==> config.mk <==
export PLATFORM = sky130hd
export DESIGN_NAME = tecu_top
export DESIGN_NICKNAME = d
export VERILOG_FILES = /design/src/tecu_chan.v /design/src/tecu_top.v
export VERILOG_INCLUDE_DIRS = /design/src
export SDC_FILE = /design/constraint.sdc
export NUM_CORES = 1
export LEC_CHECK = 0
export BUFFER_PORTS_ARGS = -buffer_cell sky130_fd_sc_hd__buf_2
export CAP_MARGIN = 20
export CORE_MARGIN = 5
export CORE_UTILIZATION = 55
export CTS_CLUSTER_SIZE = 16
export DETAILED_ROUTE_END_ITERATION = 16
export PLACE_DENSITY = 0.8
export SLEW_MARGIN = 10
export SYNTH_ARGS = -nofsm -noshare
export SYNTH_HDL_FRONTEND = slang
export SYNTH_HIERARCHICAL = 1
export SYNTH_SLANG_ARGS = --single-unit
export TNS_END_PERCENT = 30
==> constraint.sdc <==
create_clock -name pclk -period 4.4 [get_ports pclk]
set_clock_uncertainty 0.15 [all_clocks]
set_input_delay 0.66 -clock pclk [delete_from_list [all_inputs] [get_ports pclk]]
set_output_delay 0.66 -clock pclk [all_outputs]
set_load 0.02 [all_outputs]
==> src/tecu_regs.vh <==
`ifndef TECU_REGS_VH
`define TECU_REGS_VH

// register byte offsets
`define TECU_CTRL0_OFS 12'h000
`define TECU_CTRL1_OFS 12'h004
`define TECU_CAP0_OFS 12'h008
`define TECU_CAP1_OFS 12'h00c
`define TECU_FLAG_OFS 12'h010
`define TECU_MASK_OFS 12'h014
`define TECU_PIN_OFS 12'h018
`define TECU_STAT_OFS 12'h01c

// capture_mode_select codes
`define TECU_MODE_OFF 4'h0
`define TECU_MODE_FALL 4'h4
`define TECU_MODE_RISE 4'h5
`define TECU_MODE_RISE4 4'h6
`define TECU_MODE_RISE16 4'h7

// prescaler terminal counts
`define TECU_PRESC4_LAST 4'h3
`define TECU_PRESC16_LAST 4'hf

// pin register fields
`define TECU_PIN_DIR_LSB 0
`define TECU_PIN_DATA_LSB 8

// status register fields
`define TECU_STAT_PRESC1_LSB 4
`define TECU_STAT_LEVEL_LSB 8

// reset values
`define TECU_CTRL_RST 4'h0
`define TECU_DIR_RST 2'h3
`define TECU_DATA_RST 2'h0
`define TECU_FLAG_RST 2'h0
`define TECU_MASK_RST 2'h0

`endif

==> src/tecu_chan.v <==
`timescale 1ns/1ns
`include "tecu_regs.vh"

module tecu_chan
(
    // clock and reset
    input wire pclk,
    input wire presetn,
    // configuration and inputs
    input wire [3:0] capture_mode_select,
    input wire pin_level,
    input wire [7:0] sixteen_bit_count_high,
    input wire [7:0] sixteen_bit_count_low,
    // results
    output reg capture_event,
    output reg [7:0] capture_value_high,
    output reg [7:0] capture_value_low,
    output reg [3:0] presc_count
);

reg prev_level;
reg next_event;
reg [3:0] next_presc;
wire rise = pin_level & ~prev_level;
wire fall = ~pin_level & prev_level;

// a change between the two prescaled modes keeps the count, so
// the first event after it may come early
always @*
begin
    next_event = 1'b0;
    next_presc = presc_count;
    case (capture_mode_select)
        `TECU_MODE_FALL:
            next_event = fall;
        `TECU_MODE_RISE:
            next_event = rise;
        `TECU_MODE_RISE4:
            if (rise)
            begin
                if (presc_count == `TECU_PRESC4_LAST)
                begin
                    next_presc = 4'h0;
                    next_event = 1'b1;
                end
                else
                    next_presc = presc_count + 4'h1;
            end
        `TECU_MODE_RISE16:
            if (rise)
            begin
                if (presc_count == `TECU_PRESC16_LAST)
                begin
                    next_presc = 4'h0;
                    next_event = 1'b1;
                end
                else
                    next_presc = presc_count + 4'h1;
            end
        default:
            next_presc = 4'h0;
    endcase
end

always @(posedge pclk or negedge presetn)
begin
    if (!presetn)
    begin
        prev_level <= 1'b0;
        capture_event <= 1'b0;
        presc_count <= 4'h0;
        capture_value_high <= 8'h00;
        capture_value_low <= 8'h00;
    end
    else
    begin
        prev_level <= pin_level;
        capture_event <= next_event;
        presc_count <= next_presc;
        if (next_event)
        begin
            // both bytes in one edge; older value simply lost
            capture_value_high <= sixteen_bit_count_high;
            capture_value_low <= sixteen_bit_count_low;
        end
    end
end

endmodule

==> src/tecu_top.v <==
// Operation
// - two identical independent capture units, each with own control and flag.
// - qualifying event loads the 16-bit timer count into the capture pair.
// - mode picks falling, rising, every 4th or every 16th rising edge.
// - every capture sets that unit's interrupt flag.
// - flag stays set until software clears it; hardware never clears it.
// - a newer capture overwrites an unread older value.
// - pin used as output still feeds written port data to capture.
// - changing capture mode may raise a spurious capture flag.
// - prescaler counter held cleared when off or not capturing.
// - every reset clears the prescaler counter.
// - switching between prescaler settings keeps the counter.
// - capture keeps running while the core sleeps on an external count.
//
// Added by the designer: the address map and the APB slave port.
`timescale 1ns/1ns
`include "tecu_regs.vh"

module tecu_top
(
    // apb clock and reset
    input wire pclk,
    input wire presetn,
    // apb request
    input wire psel,
    input wire penable,
    input wire pwrite,
    input wire [11:0] paddr,
    input wire [31:0] pwdata,
    // apb answer
    output reg [31:0] prdata,
    output reg pready,
    output reg pslverr,
    // shared timer count
    input wire [7:0] sixteen_bit_count_high,
    input wire [7:0] sixteen_bit_count_low,
    // capture pins, one bit per unit
    input wire [1:0] capture_pin_in,
    output reg [1:0] capture_pin_out,
    output reg [1:0] capture_pin_oe,
    // interrupt
    output reg irq
);

// control and configuration
reg [3:0] capture_unit_control0;
reg [3:0] capture_unit_control1;
reg [1:0] pin_direction_bit;
reg [1:0] port_data;
reg [1:0] peripheral_flag_register;
reg [1:0] peripheral_enable_register;

// pin synchroniser
reg [1:0] pin_sync1;
reg [1:0] pin_sync2;

// unit results
wire [1:0] capture_event;
wire [7:0] cap0_high;
wire [7:0] cap0_low;
wire [7:0] cap1_high;
wire [7:0] cap1_low;
wire [3:0] presc0;
wire [3:0] presc1;
wire [1:0] pin_level;

// bus decode
wire setup_phase = psel & ~penable;
wire access_done = psel & penable & pready;
wire wr_done = access_done & pwrite;
wire rd_done = access_done & ~pwrite;
reg [31:0] next_rdata;
reg next_slverr;
reg [1:0] flag_clear;
reg [1:0] next_flags;

// two flops; only the second is looked at
always @(posedge pclk or negedge presetn)
begin
    if (!presetn)
    begin
        pin_sync1 <= 2'h0;
        pin_sync2 <= 2'h0;
    end
    else
    begin
        pin_sync1 <= capture_pin_in;
        pin_sync2 <= pin_sync1;
    end
end

// an output pin is seen at its own written level
assign pin_level[0] = pin_direction_bit[0] ? pin_sync2[0] : port_data[0];
assign pin_level[1] = pin_direction_bit[1] ? pin_sync2[1] : port_data[1];

// no clock gating here: capture needs only pclk and the count
// input, so it runs on pclk whatever clock the timer uses
tecu_chan u_chan0
(
    .pclk(pclk),
    .presetn(presetn),
    .capture_mode_select(capture_unit_control0),
    .pin_level(pin_level[0]),
    .sixteen_bit_count_high(sixteen_bit_count_high),
    .sixteen_bit_count_low(sixteen_bit_count_low),
    .capture_event(capture_event[0]),
    .capture_value_high(cap0_high),
    .capture_value_low(cap0_low),
    .presc_count(presc0)
);

tecu_chan u_chan1
(
    .pclk(pclk),
    .presetn(presetn),
    .capture_mode_select(capture_unit_control1),
    .pin_level(pin_level[1]),
    .sixteen_bit_count_high(sixteen_bit_count_high),
    .sixteen_bit_count_low(sixteen_bit_count_low),
    .capture_event(capture_event[1]),
    .capture_value_high(cap1_high),
    .capture_value_low(cap1_low),
    .presc_count(presc1)
);

// read data is latched at setup; an unmapped address errors
always @*
begin
    next_rdata = 32'h0000_0000;
    next_slverr = 1'b0;
    case (paddr)
        `TECU_CTRL0_OFS:
            next_rdata[3:0] = capture_unit_control0;
        `TECU_CTRL1_OFS:
            next_rdata[3:0] = capture_unit_control1;
        `TECU_CAP0_OFS:
            next_rdata[15:0] = {cap0_high, cap0_low};
        `TECU_CAP1_OFS:
            next_rdata[15:0] = {cap1_high, cap1_low};
        `TECU_FLAG_OFS:
            next_rdata[1:0] = peripheral_flag_register;
        `TECU_MASK_OFS:
            next_rdata[1:0] = peripheral_enable_register;
        `TECU_PIN_OFS:
        begin
            next_rdata[`TECU_PIN_DIR_LSB +: 2] = pin_direction_bit;
            next_rdata[`TECU_PIN_DATA_LSB +: 2] = port_data;
        end
        `TECU_STAT_OFS:
        begin
            next_rdata[3:0] = presc0;
            next_rdata[`TECU_STAT_PRESC1_LSB +: 4] = presc1;
            next_rdata[`TECU_STAT_LEVEL_LSB +: 2] = pin_level;
        end
        default:
            next_slverr = 1'b1;
    endcase
end

// only bits that the read actually reported are cleared, so an
// event between setup and access is kept; set beats clear
always @*
begin
    flag_clear = 2'h0;
    if (rd_done && paddr == `TECU_FLAG_OFS)
        flag_clear = prdata[1:0];
    next_flags = (peripheral_flag_register & ~flag_clear) | capture_event;
end

// apb answer: one wait-free access phase
always @(posedge pclk or negedge presetn)
begin
    if (!presetn)
    begin
        prdata <= 32'h0000_0000;
        pready <= 1'b0;
        pslverr <= 1'b0;
    end
    else
    begin
        pready <= setup_phase;
        if (setup_phase)
        begin
            prdata <= pwrite ? 32'h0000_0000 : next_rdata;
            pslverr <= next_slverr;
        end
        else if (access_done)
        begin
            prdata <= 32'h0000_0000;
            pslverr <= 1'b0;
        end
    end
end

// software-written configuration
always @(posedge pclk or negedge presetn)
begin
    if (!presetn)
    begin
        capture_unit_control0 <= `TECU_CTRL_RST;
        capture_unit_control1 <= `TECU_CTRL_RST;
        pin_direction_bit <= `TECU_DIR_RST;
        port_data <= `TECU_DATA_RST;
        peripheral_enable_register <= `TECU_MASK_RST;
    end
    else if (wr_done)
    begin
        case (paddr)
            `TECU_CTRL0_OFS:
                capture_unit_control0 <= pwdata[3:0];
            `TECU_CTRL1_OFS:
                capture_unit_control1 <= pwdata[3:0];
            `TECU_MASK_OFS:
                peripheral_enable_register <= pwdata[1:0];
            `TECU_PIN_OFS:
            begin
                pin_direction_bit <= pwdata[`TECU_PIN_DIR_LSB +: 2];
                port_data <= pwdata[`TECU_PIN_DATA_LSB +: 2];
            end
            default:
                port_data <= port_data;
        endcase
    end
end

// sticky flags; no hardware path ever clears them
always @(posedge pclk or negedge presetn)
begin
    if (!presetn)
        peripheral_flag_register <= `TECU_FLAG_RST;
    else
        peripheral_flag_register <= next_flags;
end

// pin drivers and interrupt, all straight from flops
always @(posedge pclk or negedge presetn)
begin
    if (!presetn)
    begin
        capture_pin_out <= 2'h0;
        capture_pin_oe <= 2'h0;
        irq <= 1'b0;
    end
    else
    begin
        capture_pin_out <= port_data;
        capture_pin_oe <= ~pin_direction_bit;
        irq <= |(peripheral_flag_register & peripheral_enable_register);
    end
end

endmodule

==> flow_summary.json, run 1 <==
{
  "post_cts_buffers": 0,
  "cts_root_buf": "clkbuf_8",
  "instances_no_fill": 506,
  "numCtsBuffers": 9,
  "yosys.area.top_type": "dfrtp_1",
  "wl_per_cell_um": 18.0,
  "post-route-period-util_pct": 58.7,
  "grt_usage_pct": 19.5,
  "row_count": 32,
  "setup_ws_ns": 1.82,
  "rsz0062_at_grt": "no",
  "slew_viol_final": 0,
  "worst_pin_slew_ns": 0.664,
  "power_density_nw_per_um2": 316,
  "initial_utilization_pct": 55.6,
  "die_w_um": 97.7,
  "netlist_top_cells_count": "dfrtp_1, mux2_2, nand2_1",
  "diodes": 0,
  "yosysSeqAreaShare_pct": 51.6,
  "ctsHoldBuffers": 0,
  "synth_seq_cells": 87,
  "synth-main-ff-cell": "dfrtp_1",
  "num_vias": 2896,
  "synth.distinct_cells": 55,
  "cts_resized": 0,
  "grtUsageMet2_pct": 31.8,
  "firstDrtPassIters": 4,
  "drtAntennaViolNets": 0,
  "hold_viol": 0,
  "crit_path_max_fanout": 13,
  "hp-class": "input pin to async pin",
  "p_leak_nw": 2.32,
  "netlist_area_um2": 4230,
  "drc": 0,
  "finalCriticalPeriod_ns": 2.58,
  "globalRoute.busiestLayer": "met2",
  "synth_top_area_share_pct": 50.3,
  "grt.met1_usage_pct": 25.1,
  "fin_nets": 468,
  "synth-async-reset-ratio_pct": 100,
  "r2r_cells": 6,
  "critPathRequiredTime_ns": 4.49,
  "crit_type": "flop to flop",
  "dp.cells": 489,
  "dieArea_um2": 9540,
  "die-height_um": 97.7,
  "yosysWarningCount": 6,
  "irDropWorstVdd_mv": 0.314,
  "clk_pin_slew_worst_paths_ns": 0.09,
  "met3_usage_pct": 4.31,
  "grt_overflow": 0,
  "cts_tree": "done",
  "drt-initial-drc-count": 151,
  "synth_edf_count": 0,
  "finalSetupViolations": 0,
  "fin_util_pct": 62.5,
  "drive_above_1_share_pct": 38.4,
  "status": "finished, final reports clean",
  "cts_sinks": 87,
  "nFillCells": 624,
  "end_kind": "flop",
  "first_global_vias": 2961,
  "max_slew_margin_pct": 55.5,
  "clock.fmax_mhz": 387,
  "htreeDepth": 3,
  "coreArea_um2": 7610,
  "via_per_inst": 5.72,
  "area_delta_synth_final_pct": 12.5,
  "yosysMostFrequentCell": "dfrtp_1",
  "crit_path_start_kind": "flop",
  "clk_path_buf_depth": 2,
  "io_buffers": 63,
  "worstPathArrival_ns": 2.68,
  "place_ws_ns": 1.47,
  "num_io_pins": 106,
  "fin_tns_setup_ns": 0,
  "grt_max_degree": 88,
  "insertion_delay_ns": 0.36,
  "netlist_instances": 335,
  "avgSynthCellArea_um2": 12.6,
  "wirelength_um": 9100,
  "grt_pass1_wl_um": 14800,
  "synthTopCellsByArea": "dfrtp_1, mux2_2, mux2_4",
  "place.gp.congestion": 0.823,
  "hpwl_um": 6510,
  "antenna_found_initial": 0,
  "max_cap_violations": 0
}
==> power by group <==
group	switching [mW]	internal, mW	total, mW	leakage (nW)
Clock	0.295	0.264	0.559	0.104
Sequential	0.0100	0.817	0.827	1.11
Combinational	0.0691	0.0469	0.116	1.10
Total	0.374	1.13	1.50	2.32
==> worst paths after layout <==
check	from	to	slack (ns)
max	pin_direction_bit[1]	u_chan1/capture_value_low[7]	1.82
min in group pclk	pin_sync1[1]	pin_sync2[1]	0.20
max in group asynchronous	presetn	pin_direction_bit[0]	3.42
min reg2reg	pin_sync1[1]	pin_sync2[1]	0.20
min	presetn	u_chan1/prev_level	0.06
max reg2reg	pin_direction_bit[1]	u_chan1/capture_value_low[7]	1.82
==> logic make-up (layout without fill, tap and decap cells) <==
kind of cell / Yosys count / in the layout / synth area share [%]
DFF: 87 / 87 / 51.6
and+or+nand+nor: 87 / 87 / 12.9
muxes: 66 / 66 / 20.3
AOI/OAI and AO/OA: 54 / 54 / 8.61
adders and majority gates: 2 / 2 / 0.592
other: 1 / 16 / 0.0887
buffers and inverters: 38 / 92 / 5.98
==> per-layer routing <==
| metal | vias up | wire length (µm) | share of wire (%) |
|---|---|---|---|
| li1 | 1329 | - | - |
| met1 | 1445 | 3720 | 41 |
| met2 | 103 | 4570 | 50 |
| met3 | 19 | 584 | 6.4 |
| met4 | 0 | 226 | 2.5 |
| met5 | - | 0 | 0 |
==> metrics by stage <==
step / area [µm²] / hold slack (ns) / total power [mW]
2_1_floorplan: 4280 / 0.181 / 0.914
3_3_place_gp: 4530 / 0.182 / 0.952
3_5_place_dp: 4530 / 0.188 / 0.956
4_1_cts: 4730 / 0.208 / 1.51
5_1_grt: 4760 / 0.0721 / 1.56
6_report: 4760 / 0.0607 / 1.50
==> state kept, by name (all words and copies together), names as in the netlist, 2 cells and up <==
register,flops
capture_pin_out,2
pin_sync1,2
u_chan0/capture_value_high,8
capture_unit_control1,4
u_chan0/presc_count,4
capture_unit_control0,4
u_chan1/capture_value_high,8
u_chan1/presc_count,4
pin_direction_bit,2
u_chan1/capture_value_low,8
capture_pin_oe,2
pin_sync2,2
peripheral_flag_register,2
peripheral_enable_register,2
u_chan0/capture_value_low,8
port_data,2
prdata,16
==> placed cells by master (no fill, tap or decap), types with 4 or more instances in the layout <==
master and instances:
o21ai_0 11, dfrtp_1 85, nand2b_1 5, inv_1 9, mux2_2 36, conb_1 16
a21oi_1 4, o21ai_1 11, buf_4 4, and3b_1 4, a22oi_1 6, mux4_2 5
clkbuf_8 9, mux2i_1 7, nand3_1 5, a22o_1 5, nor3_1 4, nand4_1 7
nor2_1 11, a32oi_1 4, mux2_4 18, buf_2 62, nand2_1 24
==> layout make-up <==
class | count | area (µm²) | share of cell area (%)
Sequential cell | 87 | 2180 | 45.8
Clock inverter | 7 | 71.3 | 1.50
Tap cell | 102 | 128 | 2.68
Clock buffer | 9 | 124 | 2.60
Inverter | 9 | 33.8 | 0.710
Multi-Input combinational cell | 225 | 1850 | 38.9
Timing Repair Buffer | 67 | 368 | 7.73
==> worst max-delay path: stages, from the launching register on <==
cell     delay, ns
dfstp_2       0.59
mux2_2        0.38
and3b_1       0.17
a21oi_1       0.12
o32a_1        0.36
buf_4         0.33
mux2_2        0.37
Power figures use the tool's default switching activity.
==> inputs of run 2 (changes only) <==
--- a/config.mk
+++ b/config.mk
@@ -9,10 +9,10 @@
 export BUFFER_PORTS_ARGS = -buffer_cell sky130_fd_sc_hd__buf_2
 export CAP_MARGIN = 20
 export CORE_MARGIN = 5
-export CORE_UTILIZATION = 55
+export CORE_UTILIZATION = 53
 export CTS_CLUSTER_SIZE = 16
 export DETAILED_ROUTE_END_ITERATION = 16
-export PLACE_DENSITY = 0.8
+export PLACE_DENSITY = 0.78
 export SLEW_MARGIN = 10
 export SYNTH_ARGS = -nofsm -noshare
 export SYNTH_HDL_FRONTEND = slang
==> constraint.sdc (replaced) <==
create_clock -name pclk -period 2.6 [get_ports pclk]
set_clock_uncertainty 0.15 [all_clocks]
set_input_delay 0.39 -clock pclk [delete_from_list [all_inputs] [get_ports pclk]]
set_output_delay 0.39 -clock pclk [all_outputs]
set_load 0.02 [all_outputs]
==> flow_summary.json, run 2 (synthesized netlist as in run 1, its figures left out) <==
{
  "hpwl_um": 6750,
  "p_leak_nw": 2.38,
  "antenna_found_initial": 0,
  "status": "finished, final reports clean",
  "clk_path_buf_depth": 2,
  "drt-initial-drc-count": 162,
  "fin_tns_setup_ns": 0,
  "max_cap_violations": 0,
  "rr_endpoint": "u_chan1/capture_value_low[3]",
  "grt_pass1_wl_um": 15200,
  "max_slew_margin_pct": 61.6,
  "first_global_vias": 2982,
  "finalCriticalPeriod_ns": 2.29,
  "grt_max_degree": 46,
  "die_w_um": 99.3,
  "numCtsBuffers": 9,
  "critPathRequiredTime_ns": 2.69,
  "clock.fmax_mhz": 436,
  "crit_path_max_fanout": 14,
  "place.gp.congestion": 0.798,
  "r2r_slack_ns": 0.31,
  "via_per_inst": 5.77,
  "largest_reg_flops": 16,
  "dieArea_um2": 9860,
  "place_ws_ns": 0.307,
  "worst_pin_slew_ns": 0.573,
  "final_area_um2": 4870,
  "htreeDepth": 3,
  "power_density_nw_per_um2": 541,
  "slew_viol_final": 0,
  "insertion_delay_ns": 0.35,
  "die-height_um": 99.3,
  "num_io_pins": 106,
  "largest_register": "prdata",
  "reg2reg_from": "pin_direction_bit[1]",
  "area_delta_synth_final_pct": 15.3,
  "wl_per_cell_um": 17.9,
  "coreArea_um2": 7770,
  "cts_tree": "done",
  "drtAntennaViolNets": 0,
  "grt_usage_pct": 19.6,
  "setup.worst_path.start": "pin_direction_bit[1]",
  "crit_path_start_kind": "flop",
  "drc": 0,
  "grt_overflow": 0,
  "row_count": 32,
  "finalSetupViolations": 0,
  "num_vias": 2974,
  "initial_utilization_pct": 54.4,
  "post-route-period-util_pct": 88.2,
  "instances_no_fill": 515,
  "hp-class": "input pin to flop",
  "hold_viol": 0,
  "final_common_cell": "dfrtp_1",
  "r2r_cells": 6,
  "worstPathArrival_ns": 2.39,
  "drive_above_1_share_pct": 39.0,
  "clk_pin_slew_worst_paths_ns": 0.08,
  "power_mw": 2.64,
  "dp.cells": 496,
  "rsz0062_at_grt": "no",
  "layout_common_cells": "dfrtp_1, buf_2, mux2_2",
  "setup_ws_ns": 0.306,
  "diodes": 0,
  "wirelength_um": 9230,
  "firstDrtPassIters": 5,
  "crit_type": "flop to flop",
  "cts_root_buf": "clkbuf_8",
  "io_buffers": 63,
  "dpl_cell_area_um2": 4620,
  "fin_nets": 477,
  "irDropWorstVdd_mv": 0.339,
  "end_kind": "flop",
  "endpoint": "u_chan1/capture_value_low[3]",
  "cts_sinks": 87
}
[run 2: cell count changes in the layout (fill, tap and decap cells not counted), sizes merged]
cell         change
dlygate4sd3      +3
clkbuf           +1
inv              -2
bufinv           +1
buf              +6
[run 2: area by class of cell]
type | count | area [µm²]
Clock inverter | 6 | 83.8
Fill cell | 620 | 2890
Clock buffer | 10 | 138
Inverter | 9 | 33.8
Sequential cell | 87 | 2180
Tap cell | 102 | 128
Timing Repair Buffer | 76 | 460
Multi-Input combinational cell | 225 | 1850
[run 2: how the worst min path moves through the flow]
stage	cells after the start	from	slack, ns	end
finish	2	pwdata[8]	0.12	port_data[0]
global route	2	pwdata[8]	0.11	port_data[0]
CTS	2	pwdata[8]	0.10	port_data[0]
detailed placement	0	pin_sync1[1]	0.19	pin_sync2[1]
global placement	0	pin_sync1[0]	0.18	pin_sync2[0]
floorplan	0	presetn	-0.06	capture_pin_oe[0]
[run 2: through the flow]
stage                     hold WS [ns]  util, %
after floorplan                -0.0556        -
after global placement           0.182     59.5
after detailed placement         0.189     59.5
after CTS                        0.105     62.8
after global routing             0.111     62.8
final                            0.117     62.8
[run 2: where the power goes]
group | internal, mW | switching, mW | total (mW)
sequential | 1.38 | 0.0181 | 1.40
clock | 0.564 | 0.472 | 1.04
combinational | 0.0829 | 0.117 | 0.200
total | 2.03 | 0.607 | 2.64
[run 2: per-layer routing]
metal,track usage [%],up-vias,part of all wire [%]
met2,32.4,108,50
met3,2.81,17,5.8
li1,-,1339,-
met1,26.4,1510,42
met5,0,-,0
met4,7.04,0,1.5
[run 2: repair_timing]
item                                   CTS  global route
buffers inserted                         0             0
hold buffers                             3             0
endpoints found under the hold margin   45             0
gates resized for setup                  0             0
[run 2: critical path, stage by stage, from the launching register on]
cell	delay [ns]
dfstp_2	0.59
mux2_2	0.37
and3b_1	0.16
a21oi_1	0.11
o32a_1	0.25
buf_12	0.19
mux2_2	0.34
==> inputs of run 3 (changes only) <==
--- a/config.mk
+++ b/config.mk
@@ -13,6 +13,7 @@
 export CTS_CLUSTER_SIZE = 16
 export DETAILED_ROUTE_END_ITERATION = 16
 export PLACE_DENSITY = 0.78
+export RECOVER_POWER = 25
 export SLEW_MARGIN = 10
 export SYNTH_ARGS = -nofsm -noshare
 export SYNTH_HDL_FRONTEND = slang
==> flow_summary.json, run 3 (synthesized netlist as in run 1, its figures left out) <==
{
  "status": "finished, final reports clean",
  "slew_viol_final": 0,
  "post-route-period-util_pct": 90.8,
  "place_ws_ns": 0.307,
  "cts_root_buf": "clkbuf_8",
  "crit_chain": "mux2_2 -> and3b_1 -> a21oi_1 -> o32a_1 -> buf_12 -> mux2_2",
  "hpwl_um": 6750,
  "setup_ws_ns": 0.239,
  "grt.met1_usage_pct": 26.4,
  "slowest_delay_ns": 0.63,
  "worstPathArrival_ns": 2.45,
  "max_cap_violations": 0,
  "grt_overflow": 0,
  "io_buffers": 63,
  "cts_resized": 0,
  "rsz0062_at_grt": "no",
  "regArea_um2": 2180,
  "grt_pass1_wl_um": 15200,
  "fin_nets": 477,
  "clk_path_buf_depth": 2,
  "nFillCells": 620,
  "insertion_delay_ns": 0.35,
  "crit_type": "flop to flop",
  "critPathRequiredTime_ns": 2.69,
  "p_seq_share_pct": 53.1,
  "met3_usage_pct": 2.81,
  "rr_endpoint": "u_chan1/capture_value_low[3]",
  "p_clk_share_pct": 39.4,
  "slowest_stage": "dfstp_1",
  "end_kind": "flop",
  "p_int_mw": 2.03,
  "dieArea_um2": 9860,
  "wirelength_um": 9230,
  "whs_path_depth": 2,
  "drc": 0,
  "worst_pin_slew_ns": 1.11,
  "fin_tns_setup_ns": 0,
  "irDropWorstVdd_mv": 0.339,
  "power.switching_mw": 0.609,
  "hold_viol": 0,
  "r2r_cells": 6,
  "globalRoute.busiestLayer": "met2",
  "r2r_slack_ns": 0.24,
  "cts_tree": "done",
  "grt_usage_pct": 19.6,
  "grtUsageMet2_pct": 32.4,
  "numCtsBuffers": 9,
  "die-height_um": 99.3,
  "antenna_found_initial": 0,
  "worstHoldStart": "pwdata[8]",
  "largest_reg_flops": 16,
  "p_comb_share_pct": 7.5,
  "via_per_inst": 5.77,
  "firstDrtPassIters": 4,
  "swShare_pct": 23.1,
  "coreArea_um2": 7770,
  "crit_path_max_fanout": 14,
  "initial_utilization_pct": 54.4,
  "num_io_pins": 106,
  "grt_max_degree": 46,
  "htreeDepth": 3,
  "reg2reg_from": "pin_direction_bit[1]",
  "final_area_um2": 4870,
  "dpl_cell_area_um2": 4620,
  "drtAntennaViolNets": 0,
  "layout_common_cells": "dfrtp_1, buf_2, mux2_2",
  "drive_above_1_share_pct": 38.0,
  "num_vias": 2970,
  "min_delay_worst_endpoint": "port_data[0]",
  "drt-initial-drc-count": 164,
  "power_density_nw_per_um2": 542,
  "worst_hold_slack_ns": 0.115,
  "path_common_cell": "mux2_2",
  "hp-class": "input pin to flop",
  "max_slew_margin_pct": 26.1,
  "row_count": 32,
  "place.gp.congestion": 0.798,
  "largest_register": "prdata",
  "finalCriticalPeriod_ns": 2.36,
  "cts_sinks": 87,
  "final_common_cell": "dfrtp_1",
  "first_global_vias": 2982,
  "diodes": 0,
  "die_w_um": 99.3,
  "clock.fmax_mhz": 423,
  "finalSetupViolations": 0,
  "area_delta_synth_final_pct": 15.2,
  "crit_path_start_kind": "flop",
  "power_mw": 2.64,
  "clk_pin_slew_worst_paths_ns": 0.09,
  "multi_input_area_um2": 1850,
  "wl_per_cell_um": 17.9,
  "p_leak_nw": 2.38
}
==> run 3: cell types whose count changed in the layout (fill, tap and decap cells not counted), sizes merged <==
cell    change
buf         -2
clkbuf      +2
==> run 3: worst max-delay path, delay by kind of cell, from the launching register on <==
| kind | cells | cell delay (ns) |
|---|---|---|
| flops | 1 | 0.63 |
| buf+inv | 1 | 0.19 |
| mux | 2 | 0.73 |
| compound gates | 2 | 0.36 |
| simple gates | 1 | 0.16 |
==> run 3: power by group through the flow <==
stage          sequential (mW)  combinational, mW  clock (mW)
5_1_grt                   1.40              0.220        1.11
3_3_place_gp              1.43              0.193           0
3_5_place_dp              1.43              0.198           0
4_1_cts                   1.40              0.202        1.05
6_report                  1.40              0.199        1.04
2_1_floorplan             1.42              0.122           0
==> run 3: worst max path at each step <==
stage	start	to	slack, ns	cells after the start
4_1_cts	pin_direction_bit[1]	u_chan1/capture_value_high[7]	0.30	6
3_3_place_gp	pin_direction_bit[1]	u_chan1/capture_value_high[7]	0.33	6
6_report	pin_direction_bit[1]	u_chan1/capture_value_low[3]	0.24	6
5_1_grt	pin_direction_bit[1]	u_chan1/capture_value_high[7]	0.13	6
3_5_place_dp	pin_direction_bit[1]	u_chan1/capture_value_high[7]	0.31	6
2_1_floorplan	pin_direction_bit[0]	u_chan0/capture_value_high[0]	0.41	7
==> run 3: area by class of cell <==
class	instances	area share (%)
well taps	102	2.62
flip-flops and latches	87	44.7
clock inverters	6	1.72
multi-input cells	225	38.0
clock buffers	10	2.83
repair buffers	76	9.38
inverters	9	0.694
==> run 3: routing by layer <==
| metal | wire length [µm] | vias up | share of wire (%) |
|---|---|---|---|
| met4 | 128 | 0 | 1.4 |
| met5 | 0 | - | 0 |
| met1 | 3930 | 1504 | 43 |
| met3 | 560 | 13 | 6.1 |
| li1 | - | 1341 | - |
| met2 | 4610 | 112 | 50 |
==> run 3: timing repair <==
item / CTS / global route
hold buffers: 3 / 0
hold endpoints to repair: 45 / 0
buffers inserted: 0 / 0
==> run 3: metrics by stage <==
step,cells,utilization [%]
4_1_cts,515,62.8
3_5_place_dp,496,59.5
5_1_grt,515,62.7
2_1_floorplan,350,-
6_report,515,62.7
3_3_place_gp,496,59.5
